==> src/shared/rtcm_pkg.sv <==
// Constants, field layout and shared types of the clock mode, flag and time save control block.
// Assumes a 50 MHz system clock and an AXI4-Lite master on the register side.
package rtcm_pkg;

  // ********************
  // Timing
  // ********************
  localparam int unsigned CLK_FREQ_MHZ       = 50;  // System clock rate
  localparam int unsigned LONG_DELAY_US      = 480; // Delayed lockout time
  localparam int unsigned SHORT_DELAY_US     = 30;  // Least short lockout time
  localparam int unsigned SHORT_DELAY_MAX_US = 63;  // Longest short lockout time
  localparam int unsigned LONG_DELAY_CYCLES  = LONG_DELAY_US * CLK_FREQ_MHZ; // Default
  localparam int unsigned SHORT_DELAY_CYCLES = SHORT_DELAY_US * CLK_FREQ_MHZ; // Shortest legal lockout
  localparam int          DELAY_CNT_W        = 16;  // Lockout counter width

  // ********************
  // Register byte addresses
  // ********************
  localparam logic [7:0] ADDR_FLAGS    = 8'h00; // periodic_rollover_flags
  localparam logic [7:0] ADDR_TS_CTRL  = 8'h04; // time_save_control
  localparam logic [7:0] ADDR_MODE     = 8'h08; // clock_mode_control
  localparam logic [7:0] ADDR_OUT_SEL  = 8'h0c; // output_select_control
  localparam logic [7:0] ADDR_IRQ_EN   = 8'h10; // periodic_interrupt_enables
  localparam logic [7:0] ADDR_TEST     = 8'h14; // Test mode register
  localparam logic [7:0] ADDR_LOCK_STS = 8'h18; // Lockout status, read only

  // ********************
  // Field positions
  // ********************
  localparam int ROLL_N        = 6; // Rollover flags and enables
  localparam int FLAG_OSC_BIT  = 6; // Oscillator fail / single supply
  localparam int FLAG_TEST_BIT = 7; // Test register access
  localparam int TS_DELAY_BIT  = 5; // Power fail delay enable
  localparam int TS_LOWBAT_BIT = 6; // Low battery, read only
  localparam int TS_ENABLE_BIT = 7; // Time save enable
  localparam int OUT_MFO_BIT   = 7; // Multi-function output select
  localparam int TS_RAM_W      = 5; // Plain storage bits of time_save_control
  localparam int MODE_RUN_POS  = 3; // Clock start/stop

  // ********************
  // Reset values
  // ********************
  localparam logic [7:0] TS_CTRL_RESET = 8'h00;
  localparam logic [7:0] OUT_SEL_RESET = 8'h00;
  localparam logic [7:0] IRQ_EN_RESET  = 8'h00;
  localparam logic [7:0] TEST_RESET    = 8'h00;
  localparam logic [7:0] MODE_RESET    = 8'h00; // Crystal bits are random on silicon; zero here

  // ********************
  // AXI responses
  // ********************
  localparam logic [1:0] RESP_OKAY   = 2'b00;
  localparam logic [1:0] RESP_SLVERR = 2'b10;

  // ********************
  // Types
  // ********************
  typedef struct packed {
    logic crystal_select_high; // Oscillator frequency select
    logic crystal_select_low;
    logic ram5;                // Plain storage
    logic standby_irq_en;      // Interrupts stay alive in standby
    logic run;                 // Start/stop of prescaler and counters
    logic hour12;              // 12 hour mode with AM/PM
    logic leap_count_high;     // Years since last leap year
    logic leap_count_low;
  } rtcm_mode_s;

  typedef struct packed {
    logic [7:0] month;
    logic [7:0] dom;
    logic [7:0] hours;
    logic [7:0] minutes;
    logic [7:0] seconds;
  } rtcm_time_s;

  typedef enum logic [1:0] {
    PF_IDLE       = 2'b00,
    PF_LONG_WAIT  = 2'b01,
    PF_SHORT_WAIT = 2'b10,
    PF_LOCKED     = 2'b11
  } rtcm_pf_state_e;

endpackage

==> src/hw/rtcm_core.sv <==
// Mode, flag, time save and lockout control of a real time clock.
// Assumes inputs synchronous to sys_clk_i and one AXI4-Lite access at a time.
`timescale 1ns/1ps

// Notes on behaviour
// - Low six flags set on rollover, clear on read
// - Flag bits line up with enable bits
// - Oscillator fail bit reads one after failure
// - Fail flag clears on start with running crystal
// - Writing bit six selects single or battery supply
// - Bit seven opens the test mode register
// - Delay enable keeps interface open 480 us
// - Clearing delay enable locks out at once
// - Without delay, lock out after 30-63 us
// - Low battery bit follows the comparator
// - Time save copies counters while enabled
// - Move to battery clears time save enable
// - Leap counter counts years, zero allows Feb 29
// - Bit two picks 12 or 24 hour counting
// - Start/stop runs or halts counter chain
// - Start/stop held low until oscillator runs
// - Standby without enable clears interrupt setup
// - Crystal select bits read back as written
// - Output register bit seven selects output source
// - Enabled rollovers raise the periodic interrupt
// - No enables means no periodic interrupt
// - Time save enable cleared on switch to battery
module rtcm_core
  import rtcm_pkg::*;
#(
  parameter int unsigned LONG_DELAY = LONG_DELAY_CYCLES // Shorten in simulation
) (
  input  wire logic             sys_clk_i,
  input  wire logic             rst_i,
  // AXI4-Lite slave
  input  wire logic [7:0]       s_axi_awaddr_i,
  input  wire logic             s_axi_awvalid_i,
  output logic                  s_axi_awready_o,
  input  wire logic [31:0]      s_axi_wdata_i,
  input  wire logic [3:0]       s_axi_wstrb_i,
  input  wire logic             s_axi_wvalid_i,
  output logic                  s_axi_wready_o,
  output logic [1:0]            s_axi_bresp_o,
  output logic                  s_axi_bvalid_o,
  input  wire logic             s_axi_bready_i,
  input  wire logic [7:0]       s_axi_araddr_i,
  input  wire logic             s_axi_arvalid_i,
  output logic                  s_axi_arready_o,
  output logic [31:0]           s_axi_rdata_o,
  output logic [1:0]            s_axi_rresp_o,
  output logic                  s_axi_rvalid_o,
  input  wire logic             s_axi_rready_i,
  // Clock chain and analog side
  input  wire logic [ROLL_N-1:0] rollover_i,        // Counter rollover pulses
  input  wire logic             year_end_i,         // December 31st rollover pulse
  input  wire logic             osc_fail_i,         // Oscillator fail event pulse
  input  wire logic             osc_running_i,      // Crystal oscillating correctly
  input  wire logic             power_fail_input_i, // High while main power has failed
  input  wire logic             on_battery_i,       // High while running from battery_supply_pin
  input  wire logic             low_battery_i,      // Battery comparator output
  input  wire rtcm_time_s       clock_time_i,       // Live clock counters
  // Control outputs
  output rtcm_mode_s            mode_o,             // Mode register fields
  output logic                  count_enable_o,     // Prescaler and counters run; low clears prescaler
  output logic                  feb29_allowed_o,    // Leap year counter at zero
  output logic                  single_supply_o,    // High disables oscillator reference
  output logic                  test_mode_o,        // Test register reachable
  output logic [7:0]            test_reg_o,         // Test mode register contents
  output logic                  mfo_select_o,       // Source select of multi_function_output
  output logic                  periodic_irq_o,     // Periodic interrupt request
  output logic                  host_locked_o,      // Host interface locked out
  output rtcm_time_s            time_save_o         // Time save storage
);

  // ********************
  // Register state
  // ********************
  logic [ROLL_N-1:0] roll_flags;     // Rollover flags
  logic              osc_failed;     // Oscillator fail indication
  logic [7:0]        ts_ctrl;        // time_save_control, bit 6 unused here
  rtcm_mode_s        mode;           // clock_mode_control
  logic [7:0]        out_sel;        // output_select_control
  logic [7:0]        irq_en;         // periodic_interrupt_enables
  rtcm_pf_state_e    pf_state;       // Lockout sequencer
  logic [DELAY_CNT_W-1:0] pf_cnt;    // Lockout delay counter
  logic              pf_q;           // Previous power fail level
  logic              bat_q;          // Previous battery level

  // ********************
  // Bus handshake state
  // ********************
  logic       aw_got;                // Write address held
  logic       w_got;                 // Write data held
  logic [7:0] wr_addr;               // Held write address
  logic [7:0] wr_data;               // Held low write byte
  logic       wr_lane0;              // Low byte lane enabled

  logic wr_fire;                     // Write performed this cycle
  logic rd_fire;                     // Read accepted this cycle
  logic pf_rise;                     // Power fail detected
  logic bat_rise;                    // Switch to battery supply
  logic wr_en;                       // Effective register write

  assign wr_fire  = aw_got && w_got && !s_axi_bvalid_o;
  assign rd_fire  = s_axi_arvalid_i && s_axi_arready_o;
  assign pf_rise  = power_fail_input_i && !pf_q;
  assign bat_rise = on_battery_i && !bat_q;
  // Lockout and a disabled byte lane both drop the write
  assign wr_en    = wr_fire && wr_lane0 && !host_locked_o;

  // ********************************************************************
  // Write channel handshake
  // ********************************************************************
  // Address and data taken in any order, one write in flight
  always_ff @(posedge sys_clk_i or posedge rst_i) begin
    if (rst_i) begin
      aw_got          <= 1'b0;
      w_got           <= 1'b0;
      wr_addr         <= 8'h00;
      wr_data         <= 8'h00;
      wr_lane0        <= 1'b0;
      s_axi_awready_o <= 1'b1;
      s_axi_wready_o  <= 1'b1;
      s_axi_bvalid_o  <= 1'b0;
      s_axi_bresp_o   <= RESP_OKAY;
    end else begin
      if (s_axi_awvalid_i && s_axi_awready_o) begin
        aw_got          <= 1'b1;
        wr_addr         <= s_axi_awaddr_i;
        s_axi_awready_o <= 1'b0;
      end
      if (s_axi_wvalid_i && s_axi_wready_o) begin
        w_got          <= 1'b1;
        wr_data        <= s_axi_wdata_i[7:0];
        wr_lane0       <= s_axi_wstrb_i[0];
        s_axi_wready_o <= 1'b0;
      end
      if (wr_fire) begin
        aw_got         <= 1'b0;
        w_got          <= 1'b0;
        s_axi_bvalid_o <= 1'b1;
        // Locked out or above ADDR_TEST answers an error
        if (host_locked_o || wr_addr > ADDR_TEST) begin
          s_axi_bresp_o <= RESP_SLVERR;
        end else begin
          s_axi_bresp_o <= RESP_OKAY;
        end
      end
      if (s_axi_bvalid_o && s_axi_bready_i) begin
        s_axi_bvalid_o  <= 1'b0;
        s_axi_awready_o <= 1'b1;
        s_axi_wready_o  <= 1'b1;
      end
    end
  end

  // ********************
  // Read channel
  // ********************
  // Data registered one cycle after the address is taken
  always_ff @(posedge sys_clk_i or posedge rst_i) begin
    if (rst_i) begin
      s_axi_arready_o <= 1'b1;
      s_axi_rvalid_o  <= 1'b0;
      s_axi_rdata_o   <= 32'h0000_0000;
      s_axi_rresp_o   <= RESP_OKAY;
    end else begin
      if (rd_fire) begin
        s_axi_arready_o <= 1'b0;
        s_axi_rvalid_o  <= 1'b1;
        s_axi_rresp_o   <= RESP_OKAY;
        s_axi_rdata_o   <= 32'h0000_0000;
        if (host_locked_o && s_axi_araddr_i != ADDR_LOCK_STS) begin
          // Reads other than lock status are refused once locked out
          s_axi_rresp_o <= RESP_SLVERR;
        end else begin
          case (s_axi_araddr_i)
            ADDR_FLAGS: begin
              s_axi_rdata_o[7:0] <= {test_mode_o, osc_failed, roll_flags};
            end
            ADDR_TS_CTRL: begin
              // Low battery taken live from the comparator
              s_axi_rdata_o[7:0] <= {ts_ctrl[TS_ENABLE_BIT], low_battery_i, ts_ctrl[TS_DELAY_BIT:0]};
            end
            ADDR_MODE: begin
              s_axi_rdata_o[7:0] <= mode;
            end
            ADDR_OUT_SEL: begin
              s_axi_rdata_o[7:0] <= out_sel;
            end
            ADDR_IRQ_EN: begin
              s_axi_rdata_o[7:0] <= irq_en;
            end
            ADDR_TEST: begin
              // Hidden unless the test bit is set
              if (test_mode_o) begin
                s_axi_rdata_o[7:0] <= test_reg_o;
              end
            end
            ADDR_LOCK_STS: begin
              s_axi_rdata_o[1:0] <= pf_state;
            end
            default: begin
              s_axi_rresp_o <= RESP_SLVERR;
            end
          endcase
        end
      end
      if (s_axi_rvalid_o && s_axi_rready_i) begin
        s_axi_rvalid_o  <= 1'b0;
        s_axi_arready_o <= 1'b1;
      end
    end
  end

  // ********************************************************************
  // Rollover flags
  // ********************************************************************
  // Per bit: a rollover in the read cycle survives the clear
  for (genvar i = 0; i < ROLL_N; i++) begin : g_flag
    always_ff @(posedge sys_clk_i or posedge rst_i) begin
      if (rst_i) begin
        roll_flags[i] <= 1'b0;
      end else if (rollover_i[i]) begin
        roll_flags[i] <= 1'b1;
      end else if (bat_rise && !mode.standby_irq_en) begin
        roll_flags[i] <= 1'b0;
      end else if (rd_fire && !host_locked_o && s_axi_araddr_i == ADDR_FLAGS) begin
        roll_flags[i] <= 1'b0;
      end
    end
  end

  // ********************************************************************
  // Oscillator fail, supply mode, test access
  // ********************************************************************
  // Reset stands in for initial power-up; a fail event beats a clear
  always_ff @(posedge sys_clk_i or posedge rst_i) begin
    if (rst_i) begin
      osc_failed <= 1'b1;
    end else if (osc_fail_i) begin
      osc_failed <= 1'b1;
    end else if (wr_en && wr_addr == ADDR_MODE && wr_data[MODE_RUN_POS] && osc_running_i) begin
      osc_failed <= 1'b0;
    end
  end

  always_ff @(posedge sys_clk_i or posedge rst_i) begin
    if (rst_i) begin
      single_supply_o <= 1'b1;
      test_mode_o     <= 1'b0;
    end else begin
      if (osc_fail_i) begin
        single_supply_o <= 1'b1;
      end else if (wr_en && wr_addr == ADDR_FLAGS) begin
        single_supply_o <= wr_data[FLAG_OSC_BIT];
      end
      if (wr_en && wr_addr == ADDR_FLAGS) begin
        test_mode_o <= wr_data[FLAG_TEST_BIT];
      end
    end
  end

  // Test register only writable while test access is open
  always_ff @(posedge sys_clk_i or posedge rst_i) begin
    if (rst_i) begin
      test_reg_o <= TEST_RESET;
    end else if (wr_en && wr_addr == ADDR_TEST && test_mode_o) begin
      test_reg_o <= wr_data;
    end
  end

  // ********************************************************************
  // Time save control and storage
  // ********************************************************************
  // Cleared on the move to battery, not on the fail input itself
  always_ff @(posedge sys_clk_i or posedge rst_i) begin
    if (rst_i) begin
      ts_ctrl <= TS_CTRL_RESET;
    end else if (bat_rise) begin
      ts_ctrl[TS_ENABLE_BIT] <= 1'b0;
    end else if (wr_en && wr_addr == ADDR_TS_CTRL) begin
      ts_ctrl[TS_ENABLE_BIT] <= wr_data[TS_ENABLE_BIT];
      ts_ctrl[TS_DELAY_BIT]  <= wr_data[TS_DELAY_BIT];
      ts_ctrl[TS_RAM_W-1:0]  <= wr_data[TS_RAM_W-1:0];
    end
  end

  // Follows the counters while enabled, frozen otherwise
  always_ff @(posedge sys_clk_i or posedge rst_i) begin
    if (rst_i) begin
      time_save_o <= '0;
    end else if (ts_ctrl[TS_ENABLE_BIT]) begin
      time_save_o <= clock_time_i;
    end
  end

  // ********************************************************************
  // Clock mode register
  // ********************************************************************
  // Run bit stays low until the crystal is up and drops on a fail
  always_ff @(posedge sys_clk_i or posedge rst_i) begin
    if (rst_i) begin
      mode <= MODE_RESET;
    end else begin
      if (wr_en && wr_addr == ADDR_MODE) begin
        mode <= wr_data;
      end else if (year_end_i) begin
        {mode.leap_count_high, mode.leap_count_low} <=
          2'({mode.leap_count_high, mode.leap_count_low} + 2'h1);
      end
      if (osc_fail_i || !osc_running_i) begin
        mode.run <= 1'b0;
      end
    end
  end

  // Registered copies for the counter chain
  always_ff @(posedge sys_clk_i or posedge rst_i) begin
    if (rst_i) begin
      mode_o          <= MODE_RESET;
      count_enable_o  <= 1'b0;
      feb29_allowed_o <= 1'b1;
    end else begin
      mode_o          <= mode;
      count_enable_o  <= mode.run;
      feb29_allowed_o <= !mode.leap_count_high && !mode.leap_count_low;
    end
  end

  // ********************************************************************
  // Output select and periodic enables
  // ********************************************************************
  always_ff @(posedge sys_clk_i or posedge rst_i) begin
    if (rst_i) begin
      out_sel <= OUT_SEL_RESET;
    end else if (wr_en && wr_addr == ADDR_OUT_SEL) begin
      out_sel <= wr_data;
    end
  end

  // Standby without the keep-alive bit wipes the enables
  always_ff @(posedge sys_clk_i or posedge rst_i) begin
    if (rst_i) begin
      irq_en <= IRQ_EN_RESET;
    end else if (bat_rise && !mode.standby_irq_en) begin
      irq_en <= IRQ_EN_RESET;
    end else if (wr_en && wr_addr == ADDR_IRQ_EN) begin
      irq_en <= wr_data;
    end
  end

  // Same bit positions pair flags with enables
  always_ff @(posedge sys_clk_i or posedge rst_i) begin
    if (rst_i) begin
      periodic_irq_o <= 1'b0;
      mfo_select_o   <= 1'b0;
    end else begin
      periodic_irq_o <= |(roll_flags & irq_en[ROLL_N-1:0]);
      mfo_select_o   <= out_sel[OUT_MFO_BIT];
    end
  end

  // ********************************************************************
  // Power fail lockout
  // ********************************************************************
  always_ff @(posedge sys_clk_i or posedge rst_i) begin
    if (rst_i) begin
      pf_q  <= 1'b0;
      bat_q <= 1'b0;
    end else begin
      pf_q  <= power_fail_input_i;
      bat_q <= on_battery_i;
    end
  end

  // Delay chosen at detection; returning power releases the lock
  always_ff @(posedge sys_clk_i or posedge rst_i) begin
    if (rst_i) begin
      pf_state      <= PF_IDLE;
      pf_cnt        <= '0;
      host_locked_o <= 1'b0;
    end else if (!power_fail_input_i) begin
      pf_state      <= PF_IDLE;
      pf_cnt        <= '0;
      host_locked_o <= 1'b0;
    end else begin
      case (pf_state)
        PF_IDLE: begin
          pf_cnt <= '0;
          if (pf_rise && ts_ctrl[TS_DELAY_BIT]) begin
            pf_state <= PF_LONG_WAIT;
          end else if (pf_rise) begin
            pf_state <= PF_SHORT_WAIT;
          end
        end
        PF_LONG_WAIT: begin
          pf_cnt <= pf_cnt + 1'b1;
          if (!ts_ctrl[TS_DELAY_BIT]) begin
            pf_state      <= PF_LOCKED;
            host_locked_o <= 1'b1;
          end else if (pf_cnt == DELAY_CNT_W'(LONG_DELAY - 1)) begin
            pf_state      <= PF_LOCKED;
            host_locked_o <= 1'b1;
          end
        end
        PF_SHORT_WAIT: begin
          pf_cnt <= pf_cnt + 1'b1;
          if (pf_cnt == DELAY_CNT_W'(SHORT_DELAY_CYCLES - 1)) begin
            pf_state      <= PF_LOCKED;
            host_locked_o <= 1'b1;
          end
        end
        PF_LOCKED: begin
          host_locked_o <= 1'b1;
        end
        default: begin
          pf_state <= PF_IDLE;
        end
      endcase
    end
  end

endmodule

==> config.mk <==
export PLATFORM = sky130hd
export DESIGN_NAME = rtcm_core
export DESIGN_NICKNAME = d
export VERILOG_FILES = /design/src/shared/rtcm_pkg.sv /design/src/hw/rtcm_core.sv
export SDC_FILE = /design/constraint.sdc
export NUM_CORES = 1
export LEC_CHECK = 0
export BUFFER_PORTS_ARGS = -buffer_cell sky130_fd_sc_hd__buf_2
export CAP_MARGIN = 20
export CORE_MARGIN = 4
export CORE_UTILIZATION = 40
export DETAILED_ROUTE_END_ITERATION = 16
export GPL_TIMING_DRIVEN = 0
export PLACE_DENSITY_LB_ADDON = 0.08
export RECOVER_POWER = 100
export SETUP_SLACK_MARGIN = 0.5
export SYNTH_ARGS = -nofsm -noshare
export SYNTH_HDL_FRONTEND = slang
export SYNTH_SLANG_ARGS = --single-unit
==> constraint.sdc <==
create_clock -name sys_clk_i -period 5.35 [get_ports sys_clk_i]
set_input_delay 0.8025 -clock sys_clk_i [delete_from_list [all_inputs] [get_ports sys_clk_i]]
set_output_delay 0.8025 -clock sys_clk_i [all_outputs]
set_load 0.02 [all_outputs]
==> flow_summary_export.csv <==
group,metric,value,unit
place,place_inst,968,
synth,synth_seq_area_share,56.6,%
power_and_ir_drop,power_leakage,0.00396,uW
worst_setup_path,crit_top_cell,"or4_1",
global_route,track_usage,17.1,%
worst_setup_path,critPathLaunchType,"flip-flop",
detailed_routing,vias_per_cell,4.98,
power_and_ir_drop,power_density,413,nW/um^2
cts,clockBufferDepth,2,
place,io_buffer_count,159,
sta,fin_crit_sh,64.0,%
sta,fin_skew,0.00847,ns
detailed_routing,drc,0,
finish,layout.cells.non_filler,1000,
sta,relSlewSlack,-39.9,%
synth,ys_ff_latch,154,
floorplanning,initial_utilization,41.0,%
cts,holdBufCountCts,0,
cts,cts_buffers,17,
sta,hold_viol,0,
sta,fin_crit,3.43,ns
finish,layout-drive-gt1-share,30.3,%
finish,finish.utilization,51.0,%
power_and_ir_drop,ir_worst_vdd,0.000194,V
worst_setup_path,slowest_delay,1.24,ns
outcome,status,"complete, but fails checks",
detailed_routing,dr.pass1.iters,4,
global_route,grt_max_degree,43,
worst_setup_path,cp_data_required_time,5.65,ns
worst_setup_path,crit_fanout,9,
finish,regArea,3860,sq um
place,postPlaceCellArea,8050,sq um
sta,fmax,292,MHz
sta,finalSetupTns,0,ns
floorplanning,fp-row-count,47,
detailed_routing,num_vias,4984,
cts,cts_tree,"done",
global_route,grt_pass1_vias,5099,
floorplanning,core,16600,sq um
sta,slew_violations,84,
finish,final_cell_area,8480,sq um
cts,cts_resized,0,
synth,synth_area_leader_cell,"dfrtp_1",
floorplanning,die_w,139,um
sta,rsz0062_at_grt,"false",
synth,synth_edf_count,0,
synth,synthFlopType,"dfrtp_1",
finish,nFillCells,1585,
place,pre_cts_ws,2.45,ns
floorplanning,die_area,19200,sq um
worst_setup_path,critPathCaptureType,"flip-flop",
global_route,antenna_found_initial,2,
finish,fin_nets,884,
cts,htree_levels,4,
synth,yosysUniqueCellTypes,50,
cts,cts_root_buffer,"clkbuf_16",
synth,synth_top_area_share,54.3,%
global_route,grt_pass1_wl,26600,um
detailed_routing,wirelength,16500,um
cts,post-cts-setup-buffers,0,
synth,ys_warn_count,0,
detailed_routing,dr.first_iter.drc_count,230,
synth,syn_area,6820,sq um
worst_setup_path,crit_chain,"or4_1, or4_1, nor3_1, mux2_2",
cts,clock-sinks,154,
place,place.gp.congestion,0.885,
floorplanning,chipHeight,139,um
finish,antennaDiodeCount,0,
synth,syn_area_per_cell,12.2,sq um
sta,setup_slack,1.92,ns
detailed_routing,wire_per_inst,16.5,um
synth,ys_top_cells_by_count,"dfrtp_1, mux2_2, o21ai_0",
synth,syn_inst,561,
sta,setup_viol,0,
place,hpwl,12300,um
floorplanning,io_pins,215,
cts,insertion_delay,0.42,ns
synth,synth.area.top_cells,"dfrtp_1, mux2_2, mux2i_1",
finish,multi_input_area,2680,sq um
finish,area.growth.synth_to_final,24.3,%
cts,path_clk_slew,0.06,ns
detailed_routing,ant_nets,0,
worst_setup_path,cpMaxStageDelayCell,"nor3_1",
synth,async_flop_share,100,%
job,cap_violations,3,
worst_setup_path,critical_path_arrival,3.73,ns
sta,worstMarginPinSlew,2.10,ns
worst_setup_path,path_class,"flip-flop to flip-flop",
outcome,violations,"capacitance limit, slew limit",
global_route,grt-ovfl-total,0,
synth,yosysMostFrequentCell,"dfrtp_1",
worst_hold_path,min_path_type,"flip-flop to flip-flop",
[per-stage QoR]
stage          total power [uW]  hold slack, ns
3_5_place_dp               2410           0.397
6_report                   3500           0.403
3_3_place_gp               2370           0.392
2_1_floorplan              2100           0.369
5_1_grt                    3700           0.424
4_1_cts                    3580           0.408
[metal layers]
layer | GRT usage (%) | up-vias | wire length, um
met4 | 5.30 | 4 | 328
met5 | 0 | - | 14
met3 | 5.59 | 27 | 1060
li1 | - | 2375 | -
met2 | 28.1 | 147 | 8060
met1 | 21.5 | 2431 | 7000
[cells in the final DEF, fill, tap and decap left out, types with 7 or more instances in the layout]
| master | instances |
|---|---|
| a21o_1 | 9 |
| conb_1 | 26 |
| nor4_1 | 7 |
| buf_4 | 27 |
| clkbuf_1 | 101 |
| buf_2 | 80 |
| nand2_1 | 25 |
| mux2i_1 | 22 |
| a31oi_1 | 7 |
| o21ai_0 | 39 |
| nand2b_1 | 7 |
| clkbuf_16 | 17 |
| nand3_1 | 14 |
| clkinv_2 | 7 |
| inv_1 | 16 |
| dfrtp_1 | 148 |
| nand4_1 | 8 |
| mux2_2 | 87 |
| nor2_1 | 27 |
| a21oi_1 | 24 |
[where the power goes]
group          switching (uW)  internal, uW
sequential                181          1380
clock                     463           694
combinational             463           323
[cells by family after synthesis]
kind of cell	after synthesis	share of synthesized area, %
AOI/OAI and AO/OA	107	9.58
xor gates and xnor gates	1	0.128
adders and majority gates	6	1.10
buffers and inverters	65	5.23
DFF	154	56.6
muxes	111	18.3
other	1	0.0550
and+or+nand+nor	116	9.04
[worst paths after layout]
path | start | to | slack [ns] | depth (start not counted)
min in group asynchronous | rst_i | wr_addr[7]$_DFFE_PP0P_ | 0.74 | 2
setup reg to reg | host_locked_o$_DFFE_PP0P_ | mode[7]$_DFFE_PP0P_ | 1.92 | 4
hold reg to reg | out_sel[7]$_DFFE_PP0P_ | mfo_select_o$_DFF_PP0_ | 0.40 | 0
max in group asynchronous | rst_i | out_sel[7]$_DFFE_PP0P_ | 2.06 | 3
hold / removal | out_sel[7]$_DFFE_PP0P_ | mfo_select_o$_DFF_PP0_ | 0.40 | 0
setup / recovery | host_locked_o$_DFFE_PP0P_ | mode[7]$_DFFE_PP0P_ | 1.92 | 4
[registers in the layout, summed over array words and instances, names as in the netlist, 2 cells and up]
signal and count:
irq_en 8, mode 8, mode_o 7, out_sel 8
pf_cnt 16, pf_state 2, roll_flags 6, s_axi_rdata_o 8
test_reg_o 8, time_save_o 40, ts_ctrl 7, wr_addr 8
wr_data 8
[critical path: cells and delay by family, from the launching register on]
| kind | cells | cell delay, ns |
|---|---|---|
| AND/OR/NAND/NOR | 3 | 2.38 |
| flip-flops | 1 | 0.50 |
| multiplexers | 1 | 0.43 |
[final cells by class]
type / count / area share [%]
flip-flops and latches: 154 / 45.5
multi-input cells: 367 / 31.5
inverters: 17 / 0.767
plain buffers: 48 / 3.45
well taps: 220 / 3.25
clock buffers: 19 / 5.22
repair buffers: 162 / 8.73
clock inverters: 13 / 1.50
(Power assumes the default switching activity.)
